[config.mk]
export PLATFORM = sky130hd
export DESIGN_NAME = frc_top
export DESIGN_NICKNAME = d
export VERILOG_FILES = /design/src/hw/frc_pkg.sv /design/src/hw/frc_top.sv
export VERILOG_INCLUDE_DIRS = /design/src /design/src/hw
export SDC_FILE = /design/constraint.sdc
export NUM_CORES = 2
export LEC_CHECK = 0
export ABC_AREA = 1
export BUFFER_PORTS_ARGS = -buffer_cell sky130_fd_sc_hd__buf_2
export CORE_AREA = 2 2 572 432
export DETAILED_ROUTE_END_ITERATION = 16
export DIE_AREA = 0 0 574 434
export SETUP_SLACK_MARGIN = 0.3
export SYNTH_ARGS = -nofsm -noshare
export SYNTH_HDL_FRONTEND = slang
export SYNTH_SLANG_ARGS = --single-unit
[constraint.sdc]
create_clock -name core_clk -period 99.1 [get_ports core_clk]
set_clock_uncertainty 0.05 [all_clocks]
set_input_delay 9.91 -clock core_clk [delete_from_list [all_inputs] [get_ports core_clk]]
set_output_delay 9.91 -clock core_clk [all_outputs]
set_load 0.02 [all_outputs]
[src/hw/frc_cfg.svh]
// Register offsets, field positions, reset values and timing for the fault router.
`ifndef FRC_CFG_SVH
`define FRC_CFG_SVH

`define FRC_OFF_CTRL 8'h00
`define FRC_OFF_STATUS 8'h04
`define FRC_OFF_EXTCFG 8'h08
`define FRC_OFF_SRCSTAT 8'h0c
`define FRC_OFF_DCMP 8'h10
`define FRC_OFF_ACMP 8'h20
`define FRC_OFF_MAXCNT 8'h40
`define FRC_OFF_MASK 8'h80

`define FRC_CTRL_FAULT_EN 0
`define FRC_CTRL_CBC_EN_LSB 8
`define FRC_CTRL_MATCH_B_LSB 12
`define FRC_EXT_POL_LSB 8
`define FRC_DCMP_SEL_LSB 16
`define FRC_DCMP_EN_BIT 20
`define FRC_ACMP_EN_BIT 16
`define FRC_SRC_ACMP_LSB 8
`define FRC_SRC_EXT_LSB 16
`define FRC_SRC_OSC_LSB 24

`define FRC_RST_WORD 32'h0000_0000

`define FRC_CLK_PERIOD_NS 40
`define FRC_OSC_FAIL_TIME_NS 10000

`endif

[src/hw/frc_pkg.sv]
// Types shared by the fault router.
package frc_pkg;
    // Position of a fault module inside its channel.
    typedef enum {FRC_CBC_MOD, FRC_AB_MOD, FRC_A_MOD, FRC_B_MOD} frc_kind_t;
    // Per-channel fault source order inside the event vector.
    typedef enum {FRC_SRC_CUR, FRC_SRC_OV, FRC_SRC_EXTA, FRC_SRC_EXTB, FRC_SRC_IDE,
                  FRC_SRC_COUNT} frc_chsrc_t;
endpackage

[src/hw/frc_top.sv]
// Fault routing, fault counting and cycle-by-cycle limiting for the pulse modulator channels.
//
// Chosen here: the address map and the Avalon-MM register port.
`include "frc_cfg.svh"
`timescale 1ns/1ps
`default_nettype none

module frc_top #(
    parameter int N_CH = 4,
    parameter int N_FE = 3,
    parameter int ERR_W = 10,
    parameter int N_DCMP = 4,
    parameter int N_ACMP = 7,
    parameter int ACMP_W = 7,
    parameter int N_EXT = 4,
    parameter int CNT_W = 8
) (
    // Clock and reset.
    input wire logic core_clk,
    input wire logic rst,
    // Register bus.
    input wire logic [7:0] avs_address,
    input wire logic avs_read,
    input wire logic avs_write,
    input wire logic [31:0] avs_writedata,
    input wire logic [3:0] avs_byteenable,
    output logic [31:0] avs_readdata,
    output logic avs_waitrequest,
    // Front end results and comparator pins.
    input wire logic [N_FE*ERR_W-1:0] error_converter_result,
    input wire logic [N_ACMP-1:0] acmp_trip_pin,
    output logic [N_ACMP*ACMP_W-1:0] acmp_threshold,
    input wire logic [N_EXT-1:0] ext_fault_pin,
    input wire logic [1:0] osc_probe_pin,
    // Channel side.
    input wire logic [N_CH-1:0] channel_output_enable,
    input wire logic [N_CH-1:0] cycle_start,
    input wire logic [N_CH-1:0] conduction_a,
    input wire logic [N_CH-1:0] cur_limit_fault,
    input wire logic [N_CH-1:0] over_volt_fault,
    input wire logic [N_CH-1:0] ext_fault_a,
    input wire logic [N_CH-1:0] ext_fault_b,
    input wire logic [N_CH-1:0] diode_emulation_flag,
    input wire logic [N_CH-1:0] zero_cross,
    input wire logic [N_CH-1:0] pcm_trip_pin,
    // Responses to the channels.
    output logic [4*N_CH-1:0] fault_flag,
    output logic [N_CH-1:0] shutdown_a,
    output logic [N_CH-1:0] shutdown_b,
    output logic [N_CH-1:0] per_cycle_limit_end_a,
    output logic [N_CH-1:0] per_cycle_limit_end_b
);
    localparam int NM = 4 * N_CH;
    localparam int NSRC = int'(frc_pkg::FRC_SRC_COUNT);
    localparam int EV_W = N_DCMP + N_ACMP + N_EXT + NSRC * N_CH + 2 + N_CH;
    localparam int A_W = N_ACMP + N_EXT + 2 + N_CH;
    localparam int OSC_TO = `FRC_OSC_FAIL_TIME_NS / `FRC_CLK_PERIOD_NS;
    localparam logic [15:0] OSC_TO_C = 16'(OSC_TO);
    localparam logic [5:0] W_CTRL = 6'(`FRC_OFF_CTRL >> 2);
    localparam logic [5:0] W_STATUS = 6'(`FRC_OFF_STATUS >> 2);
    localparam logic [5:0] W_EXTCFG = 6'(`FRC_OFF_EXTCFG >> 2);
    localparam logic [5:0] W_SRCSTAT = 6'(`FRC_OFF_SRCSTAT >> 2);
    localparam logic [5:0] W_DCMP = 6'(`FRC_OFF_DCMP >> 2);
    localparam logic [5:0] W_ACMP = 6'(`FRC_OFF_ACMP >> 2);
    localparam logic [5:0] W_MAXCNT = 6'(`FRC_OFF_MAXCNT >> 2);
    localparam logic [5:0] W_MASK = 6'(`FRC_OFF_MASK >> 2);

    if (N_CH < 1 || N_CH > 4 || N_DCMP > 4 || N_ACMP > 8 || N_EXT > 8 || EV_W > 64
        || ACMP_W > 16 || ERR_W > 16 || CNT_W > 16 || N_FE < 1 || N_FE > 4) begin : g_bad
        $error("frc_top: parameter values outside the supported range");
    end

    function automatic logic [31:0] frc_merge(input logic [31:0] old_v,
                                              input logic [31:0] new_v,
                                              input logic [3:0] be);
        logic [31:0] r;
        r = old_v;
        for (int i = 0; i < 4; i++) begin
            if (be[i]) begin
                r[8*i +: 8] = new_v[8*i +: 8];
            end
        end
        return r;
    endfunction

    // Bus handshake: every access waits exactly one cycle so read data can come from a flop.
    logic ack_reg;
    logic [31:0] rdata_reg;
    wire logic req = avs_read | avs_write;
    wire logic wr_en = avs_write & ack_reg;
    wire logic [5:0] widx = avs_address[7:2];
    wire logic [31:0] rd_mux;
    assign avs_waitrequest = req & ~ack_reg;
    assign avs_readdata = rdata_reg;

    always_ff @(posedge core_clk or posedge rst) begin
        if (rst) begin
            ack_reg <= 1'b0;
            rdata_reg <= `FRC_RST_WORD;
        end else begin
            ack_reg <= req & ~ack_reg;
            rdata_reg <= rd_mux;
        end
    end

    // Control registers.
    logic [31:0] ctrl_reg;
    logic [31:0] extcfg_reg;
    wire logic hit_ctrl = widx == W_CTRL;
    wire logic hit_ext = widx == W_EXTCFG;
    wire logic fault_en = ctrl_reg[`FRC_CTRL_FAULT_EN];
    wire logic [N_CH-1:0] cbc_en = ctrl_reg[`FRC_CTRL_CBC_EN_LSB +: N_CH];
    wire logic [N_CH-1:0] match_b = ctrl_reg[`FRC_CTRL_MATCH_B_LSB +: N_CH];

    always_ff @(posedge core_clk or posedge rst) begin
        if (rst) begin
            ctrl_reg <= `FRC_RST_WORD;
            extcfg_reg <= `FRC_RST_WORD;
        end else begin
            if (wr_en && hit_ctrl) begin
                ctrl_reg <= frc_merge(ctrl_reg, avs_writedata, avs_byteenable);
            end
            if (wr_en && hit_ext) begin
                extcfg_reg <= frc_merge(extcfg_reg, avs_writedata, avs_byteenable);
            end
        end
    end

    // Pins from other domains pass two flops before any use.
    logic [A_W-1:0] sync1_reg;
    logic [A_W-1:0] sync2_reg;
    logic [1:0] osc_prev_reg;
    always_ff @(posedge core_clk or posedge rst) begin
        if (rst) begin
            sync1_reg <= '0;
            sync2_reg <= '0;
            osc_prev_reg <= '0;
        end else begin
            sync1_reg <= {pcm_trip_pin, osc_probe_pin, ext_fault_pin, acmp_trip_pin};
            sync2_reg <= sync1_reg;
            osc_prev_reg <= sync2_reg[N_ACMP+N_EXT +: 2];
        end
    end
    wire logic [N_ACMP-1:0] acmp_s = sync2_reg[0 +: N_ACMP];
    wire logic [N_EXT-1:0] ext_s = sync2_reg[N_ACMP +: N_EXT];
    wire logic [1:0] osc_s = sync2_reg[N_ACMP+N_EXT +: 2];
    wire logic [N_CH-1:0] pcm_s = sync2_reg[N_ACMP+N_EXT+2 +: N_CH];

    // External pins with per-pin enable and polarity.
    wire logic [N_EXT-1:0] ext_ev = (ext_s ^ extcfg_reg[`FRC_EXT_POL_LSB +: N_EXT])
                                  & extcfg_reg[0 +: N_EXT];

    // Digital comparators on the error converter results.
    logic [ERR_W-1:0] fe_res [4];
    logic [N_DCMP*32-1:0] dcmp_all;
    wire logic [N_DCMP-1:0] dcmp_ev;
    for (genvar f = 0; f < 4; f++) begin : g_fe
        if (f < N_FE) begin : g_on
            assign fe_res[f] = error_converter_result[f*ERR_W +: ERR_W];
        end else begin : g_off
            assign fe_res[f] = '0;
        end
    end
    for (genvar d = 0; d < N_DCMP; d++) begin : g_dcmp
        logic [31:0] cfg_reg;
        wire logic [1:0] sel = cfg_reg[`FRC_DCMP_SEL_LSB +: 2];
        wire logic above = $signed(fe_res[sel]) > $signed(cfg_reg[ERR_W-1:0]);
        assign dcmp_ev[d] = above & cfg_reg[`FRC_DCMP_EN_BIT];
        assign dcmp_all[d*32 +: 32] = cfg_reg;
        always_ff @(posedge core_clk or posedge rst) begin
            if (rst) begin
                cfg_reg <= `FRC_RST_WORD;
            end else if (wr_en && widx == W_DCMP + 6'(d)) begin
                cfg_reg <= frc_merge(cfg_reg, avs_writedata, avs_byteenable);
            end
        end
    end

    // Analog comparators: the threshold goes out, the trip comes back on a pin.
    logic [N_ACMP*32-1:0] acmp_all;
    wire logic [N_ACMP-1:0] acmp_ev;
    for (genvar k = 0; k < N_ACMP; k++) begin : g_acmp
        logic [31:0] cfg_reg;
        assign acmp_threshold[k*ACMP_W +: ACMP_W] = cfg_reg[ACMP_W-1:0];
        assign acmp_ev[k] = acmp_s[k] & cfg_reg[`FRC_ACMP_EN_BIT];
        assign acmp_all[k*32 +: 32] = cfg_reg;
        always_ff @(posedge core_clk or posedge rst) begin
            if (rst) begin
                cfg_reg <= `FRC_RST_WORD;
            end else if (wr_en && widx == W_ACMP + 6'(k)) begin
                cfg_reg <= frc_merge(cfg_reg, avs_writedata, avs_byteenable);
            end
        end
    end

    // Oscillator watch: no edge on the probe for the timeout means the oscillator died.
    wire logic [1:0] osc_fail;
    for (genvar o = 0; o < 2; o++) begin : g_osc
        logic [15:0] idle_reg;
        wire logic edge_seen = osc_s[o] ^ osc_prev_reg[o];
        assign osc_fail[o] = idle_reg == OSC_TO_C;
        always_ff @(posedge core_clk or posedge rst) begin
            if (rst) begin
                idle_reg <= '0;
            end else if (edge_seen) begin
                idle_reg <= '0;
            end else if (!osc_fail[o]) begin
                idle_reg <= idle_reg + 16'h0001;
            end
        end
    end

    // Per-channel sources, discontinuous conduction and the cycle-by-cycle block.
    wire logic [NSRC*N_CH-1:0] ch_src;
    wire logic [N_CH-1:0] dcm_ev;
    wire logic [N_CH-1:0] cbc_trip;
    logic [N_CH-1:0] end_a_reg;
    logic [N_CH-1:0] end_b_reg;
    for (genvar c = 0; c < N_CH; c++) begin : g_ch
        assign ch_src[c*NSRC + int'(frc_pkg::FRC_SRC_CUR)] = cur_limit_fault[c];
        assign ch_src[c*NSRC + int'(frc_pkg::FRC_SRC_OV)] = over_volt_fault[c];
        assign ch_src[c*NSRC + int'(frc_pkg::FRC_SRC_EXTA)] = ext_fault_a[c];
        assign ch_src[c*NSRC + int'(frc_pkg::FRC_SRC_EXTB)] = ext_fault_b[c];
        assign ch_src[c*NSRC + int'(frc_pkg::FRC_SRC_IDE)] = diode_emulation_flag[c];
        // Inductor current reaching zero while the channel runs marks discontinuous conduction.
        assign dcm_ev[c] = zero_cross[c] & channel_output_enable[c];
        // Only trips inside the conduction time count, so ringing after turn-off is ignored.
        assign cbc_trip[c] = pcm_s[c] & conduction_a[c] & cbc_en[c];
    end
    always_ff @(posedge core_clk or posedge rst) begin
        if (rst) begin
            end_a_reg <= '0;
            end_b_reg <= '0;
        end else begin
            end_a_reg <= cbc_trip;
            end_b_reg <= cbc_trip & match_b;
        end
    end
    assign per_cycle_limit_end_a = end_a_reg;
    assign per_cycle_limit_end_b = end_b_reg;

    // Every event the router can steer; each module selects any subset of it.
    wire logic [EV_W-1:0] ev_all = {dcm_ev, osc_fail, ch_src, ext_ev, acmp_ev, dcmp_ev};

    // Fault modules, four per channel, from the same logic; only the per-cycle-limit module also takes the channel's cycle-by-cycle trip.
    logic [NM*64-1:0] mask_all;
    logic [NM*CNT_W-1:0] maxcnt_all;
    wire logic [NM-1:0] flag_w;
    for (genvar m = 0; m < NM; m++) begin : g_fm
        localparam int CH = m / 4;
        localparam int KIND = m % 4;
        localparam bit IS_CBC = KIND == int'(frc_pkg::FRC_CBC_MOD);
        logic [31:0] mask_lo_reg;
        logic [31:0] mask_hi_reg;
        logic [CNT_W-1:0] max_reg;
        logic [CNT_W-1:0] cnt_reg;
        logic det_reg;
        logic flag_reg;
        wire logic [63:0] msk = {mask_hi_reg, mask_lo_reg};
        wire logic src_hit = |(ev_all & msk[EV_W-1:0]);
        wire logic cbc_hit = IS_CBC & cbc_trip[CH];
        wire logic hit = fault_en & (src_hit | cbc_hit);
        wire logic cyc = cycle_start[CH];
        wire logic new_hit = hit & (cyc | ~det_reg);
        wire logic det_next = cyc ? new_hit : (det_reg | new_hit);
        wire logic [CNT_W-1:0] cnt_base = (cyc & ~det_reg) ? '0 : cnt_reg;
        wire logic [CNT_W-1:0] cnt_next = (new_hit & ~&cnt_base) ? cnt_base + 1'b1 : cnt_base;
        wire logic flag_next = flag_reg | (cnt_next > max_reg);
        assign flag_w[m] = flag_reg;
        assign mask_all[m*64 +: 64] = msk;
        assign maxcnt_all[m*CNT_W +: CNT_W] = max_reg;
        always_ff @(posedge core_clk or posedge rst) begin
            if (rst) begin
                mask_lo_reg <= `FRC_RST_WORD;
                mask_hi_reg <= `FRC_RST_WORD;
                max_reg <= '0;
            end else begin
                if (wr_en && widx == W_MASK + 6'(2*m)) begin
                    mask_lo_reg <= frc_merge(mask_lo_reg, avs_writedata, avs_byteenable);
                end
                if (wr_en && widx == W_MASK + 6'(2*m+1)) begin
                    mask_hi_reg <= frc_merge(mask_hi_reg, avs_writedata, avs_byteenable);
                end
                if (wr_en && widx == W_MAXCNT + 6'(m)) begin
                    max_reg <= CNT_W'(frc_merge(32'(max_reg), avs_writedata, avs_byteenable));
                end
            end
        end
        // Besides reset, the shared channel enable is the only way out of a latched fault.
        always_ff @(posedge core_clk or posedge rst) begin
            if (rst) begin
                cnt_reg <= '0;
                det_reg <= 1'b0;
                flag_reg <= 1'b0;
            end else if (!channel_output_enable[CH]) begin
                cnt_reg <= '0;
                det_reg <= 1'b0;
                flag_reg <= 1'b0;
            end else begin
                cnt_reg <= cnt_next;
                det_reg <= det_next;
                flag_reg <= flag_next;
            end
        end
    end

    // Output shutdowns: the per-cycle-limit and both-outputs modules hit A and B alike.
    logic [N_CH-1:0] shut_a_reg;
    logic [N_CH-1:0] shut_b_reg;
    wire logic [N_CH-1:0] shut_a_next;
    wire logic [N_CH-1:0] shut_b_next;
    for (genvar c = 0; c < N_CH; c++) begin : g_shut
        wire logic both = flag_w[4*c + int'(frc_pkg::FRC_CBC_MOD)]
                        | flag_w[4*c + int'(frc_pkg::FRC_AB_MOD)];
        assign shut_a_next[c] = both | flag_w[4*c + int'(frc_pkg::FRC_A_MOD)];
        assign shut_b_next[c] = both | flag_w[4*c + int'(frc_pkg::FRC_B_MOD)];
    end
    always_ff @(posedge core_clk or posedge rst) begin
        if (rst) begin
            shut_a_reg <= '0;
            shut_b_reg <= '0;
        end else begin
            shut_a_reg <= shut_a_next;
            shut_b_reg <= shut_b_next;
        end
    end
    assign shutdown_a = shut_a_reg;
    assign shutdown_b = shut_b_reg;
    assign fault_flag = flag_w;

    // Read decode.
    wire logic hit_status = widx == W_STATUS;
    wire logic hit_src = widx == W_SRCSTAT;
    wire logic hit_dcmp = widx >= W_DCMP && widx < W_DCMP + 6'(N_DCMP);
    wire logic hit_acmp = widx >= W_ACMP && widx < W_ACMP + 6'(N_ACMP);
    wire logic hit_max = widx >= W_MAXCNT && widx < W_MAXCNT + 6'(NM);
    wire logic hit_mask = widx >= W_MASK && widx < W_MASK + 6'(2*NM);
    wire logic [5:0] off_dcmp = widx - W_DCMP;
    wire logic [5:0] off_acmp = widx - W_ACMP;
    wire logic [5:0] off_max = widx - W_MAXCNT;
    wire logic [5:0] off_mask = widx - W_MASK;
    wire logic [31:0] src_word = 32'(dcmp_ev) | (32'(acmp_ev) << `FRC_SRC_ACMP_LSB)
                               | (32'(ext_ev) << `FRC_SRC_EXT_LSB)
                               | (32'(osc_fail) << `FRC_SRC_OSC_LSB);
    assign rd_mux = !avs_read ? '0 :
                    hit_ctrl ? ctrl_reg :
                    hit_status ? 32'(flag_w) :
                    hit_ext ? extcfg_reg :
                    hit_src ? src_word :
                    hit_dcmp ? dcmp_all[off_dcmp*32 +: 32] :
                    hit_acmp ? acmp_all[off_acmp*32 +: 32] :
                    hit_max ? 32'(maxcnt_all[off_max*CNT_W +: CNT_W]) :
                    hit_mask ? mask_all[off_mask*32 +: 32] : '0;

endmodule // frc_top

`default_nettype wire

==> out/qor.yml <==
outcome:
  run_status: "complete, no violations"
setup_path:
  critPathLaunch: "avs_read"
  cp_launch_type: "input port"
  cp_max_fo: 18
  ff2ff_path_depth: 25
  setup.worst_path.class: "in -> out"
  critical_path_endpoint_category: "primary output"
  rr_endpoint: "g_fm[7].flag_reg"
  cp_data_arrival_time_ns: 10.75
  ff2ff_setup_slack_ns: 93.35
  required_ns: 89.14
  worst_setup_path_endpoint: "avs_waitrequest"
  critical_path.reg2reg.startpoint: "g_dcmp[3].cfg_reg[17]"
logic_synthesis:
  yosysSeqAreaShare_pct: 50.7
  warnings_synthesis: 0
  yosys.area.top_type_share_pct: 50.7
  yosysTopAreaCell: "dfrtp_1"
  syn_avg_cell_area_um2: 8.09
  ys_dominant_reg_cell: "dfrtp_1"
  synth-edff-count: 0
  number_of_nets_produced_by_synthesis: 9328
  synth_top_cells_by_area: "dfrtp_1 (51%), nand2_1 (15%), o21ai_0 (9.5%)"
  netlist-cell-type-count: 55
  post_synth_inst_count: 8999
  syn_area_um2: 72800
  synth.ff_latch_count: 1477
  synthArstFlopShare_pct: 100
floorplan:
  fp.dieArea_um2: 249000
  ios: 245
  die_span_in_x_um: 574
  core_area_um2: 243000
  floorplan.initialDensity_pct: 30.0
  row_count: 157
  floorplan.die.height_um: 434
cts:
  cts.reportedPaths.clkPinSlew_ns: 0.06
  cts.htree.levels: 4
  numCtsBuffers: 161
  cts-root-buf: "clkbuf_16"
  worst_skew_pair.late_latency_ns: 0.84
  cts-resized-gates: 0
  tritoncts_clock_tree: "yes"
  ctsLongestPathBuffers: 4
  ctsHoldBuffers: 0
  post-cts-setup-buffers: 0
  cts_sinks: 1477
sta:
  post-route-min-period_ns: 20.71
  setup_repair_after_global_routing_missed_its_margin: "false"
  least_margin_pin_slew_ns: 1.18
  timing.hold.ws_ns: 0.283
  maxSlewHeadroom_pct: 21.0
  hold_viol_final: 0
  finalCritPeriodShare_pct: 20.9
  timing.fmax_ghz: 0.0483
  fin_setup_tns_ns: 0
  setup-violations-final: 0
  post-route-worst-setup-slack_ns: 78.39
  slew_viol_final: 0
layout:
  largest_register_ff_count: 512
  final_util_pct: 33.6
  multi_input_comb_area_um2: 30500
  net_total_in_the_final_layout: 9298
  seqCellArea_um2: 37000
  layout.filler_cells: 25200
  final_cells: 12400
  final_design_area_no_fill_um2: 81800
  drive_above_1_share_pct: 9.29
  area_growth_pct: 12.3
global_routing:
  grt_first_pass_wirelength_mm: 393
  grt_antenna_before_repair: 39
  grt_remaining_overflow: 0
  grt_pass1_vias: 60700
  gr-usage-all-layers_pct: 20.8
  grt_max_degree: 178
power_and_ir_drop:
  report.power.total_mw: 1.46
  power_dens_cells_nw_per_um2: 17.9
  leakage_nw: 38.3
  ir_worst_vdd_mv: 0.0133
route:
  final_antenna_violating_net_count: 0
  wire_per_inst_um: 21.4
  viasPerCell: 5.19
  first_iter_violations: 7238
  postRouteWirelength_mm: 264
  detail_route.first_pass.iterations: 8
  drc_errors: 0
  vias: 64100
place:
  finalWeightedCongestion: 0.920
  buffer_ports.inserted: 242
  dpl.cell_count: 12100
  dp_worst_setup_slack_ns: 78.42
  placedInstanceArea_um2: 76400
  dpl.hpwl_mm: 180
run:
  max_capacitance_violation_count: 0
min_path:
  hp-class: "reg -> reg"
==> critical path, stage by stage <==
cell,delay (ns)
buf_2,0.08
buf_4,0.31
nor2_1,0.09
nor2_1,0.14
buf_2,0.19
==> report_power, final <==
group	switching (mW)	internal, mW
Sequential	0.0231	0.633
Combinational	0.136	0.0481
Clock	0.259	0.362
Total	0.418	1.04
==> logic make-up (layout without fill, tap and decap cells) <==
kind of cell / Yosys count / after routing / synth area share, %
xor+xnor: 90 / 90 / 1.08
flops: 1477 / 1477 / 50.7
simple gates: 3988 / 3988 / 23.1
other cells: 0 / 8 / 0
compound gates: 1925 / 1925 / 14.2
buf+inv: 1321 / 1407 / 7.44
fa+ha+maj: 198 / 198 / 3.40
==> layer usage <==
metal / track usage, % / wire [um]
met3: 4.19 / 24700
met4: 7.84 / 10900
met5: 0 / 107
met2: 31.1 / 113000
met1: 29.4 / 116000
==> layout by cell type, fill, tap and decap left out, types with 28 or more instances in the layout <==
cell       count
nand3_1      203
clkbuf_1      28
nand2_2       98
clkbuf_16    162
xor2_1        53
buf_4         89
nor3_1        57
buf_2        242
nand2_1     2833
dfrtp_1     1476
clkbuf_8      40
inv_2         32
ha_1         198
inv_1        746
o211ai_1      35
nand4_1      295
nor2_1       386
nor2_2        54
o21ai_0     1390
xnor2_1       37
a21oi_1      275
o22ai_1       66
==> layout make-up <==
cell class / count / share of cell area, %
flip-flops and latches: 1477 / 45.2
inverters: 795 / 3.67
clock buffers: 230 / 5.76
multi-input cells: 6201 / 37.3
diodes: 8 / 0.0245
well taps: 3259 / 4.99
repair buffers: 333 / 2.35
clock inverters: 49 / 0.742
==> cells in the mapped netlist, types with 10 or more instances <==
master,n
nand2_1,2833
dfrtp_1,1477
o21ai_0,1390
inv_1,764
nor2_1,387
clkbuf_1,361
nand4_1,295
a21oi_1,275
nand3_1,203
ha_1,198
nand2_2,98
buf_2,75
buf_4,72
o22ai_1,66
nor3_1,57
nor2_2,55
xor2_1,53
xnor2_1,37
o211ai_1,35
a221oi_1,25
a22o_1,24
o221ai_1,23
inv_2,22
a31oi_1,16
nor2_4,12
o21a_1,12
nand2_4,11
nand3_2,11
a22oi_1,10
==> worst min-delay path by stage <==
| stage | startpoint | endpoint | slack [ns] | cells past startpoint |
|---|---|---|---|---|
| global placement | sync1_reg[14] | sync2_reg[14] | 0.28 | 0 |
| finish | sync1_reg[3] | sync2_reg[3] | 0.28 | 0 |
| detailed placement | sync1_reg[4] | sync2_reg[4] | 0.29 | 0 |
| floorplan | sync1_reg[0] | sync2_reg[0] | 0.28 | 0 |
| CTS | sync1_reg[3] | sync2_reg[3] | 0.28 | 0 |
| global route | sync1_reg[4] | sync2_reg[4] | 0.30 | 0 |
Power figures use the tool's default switching activity.
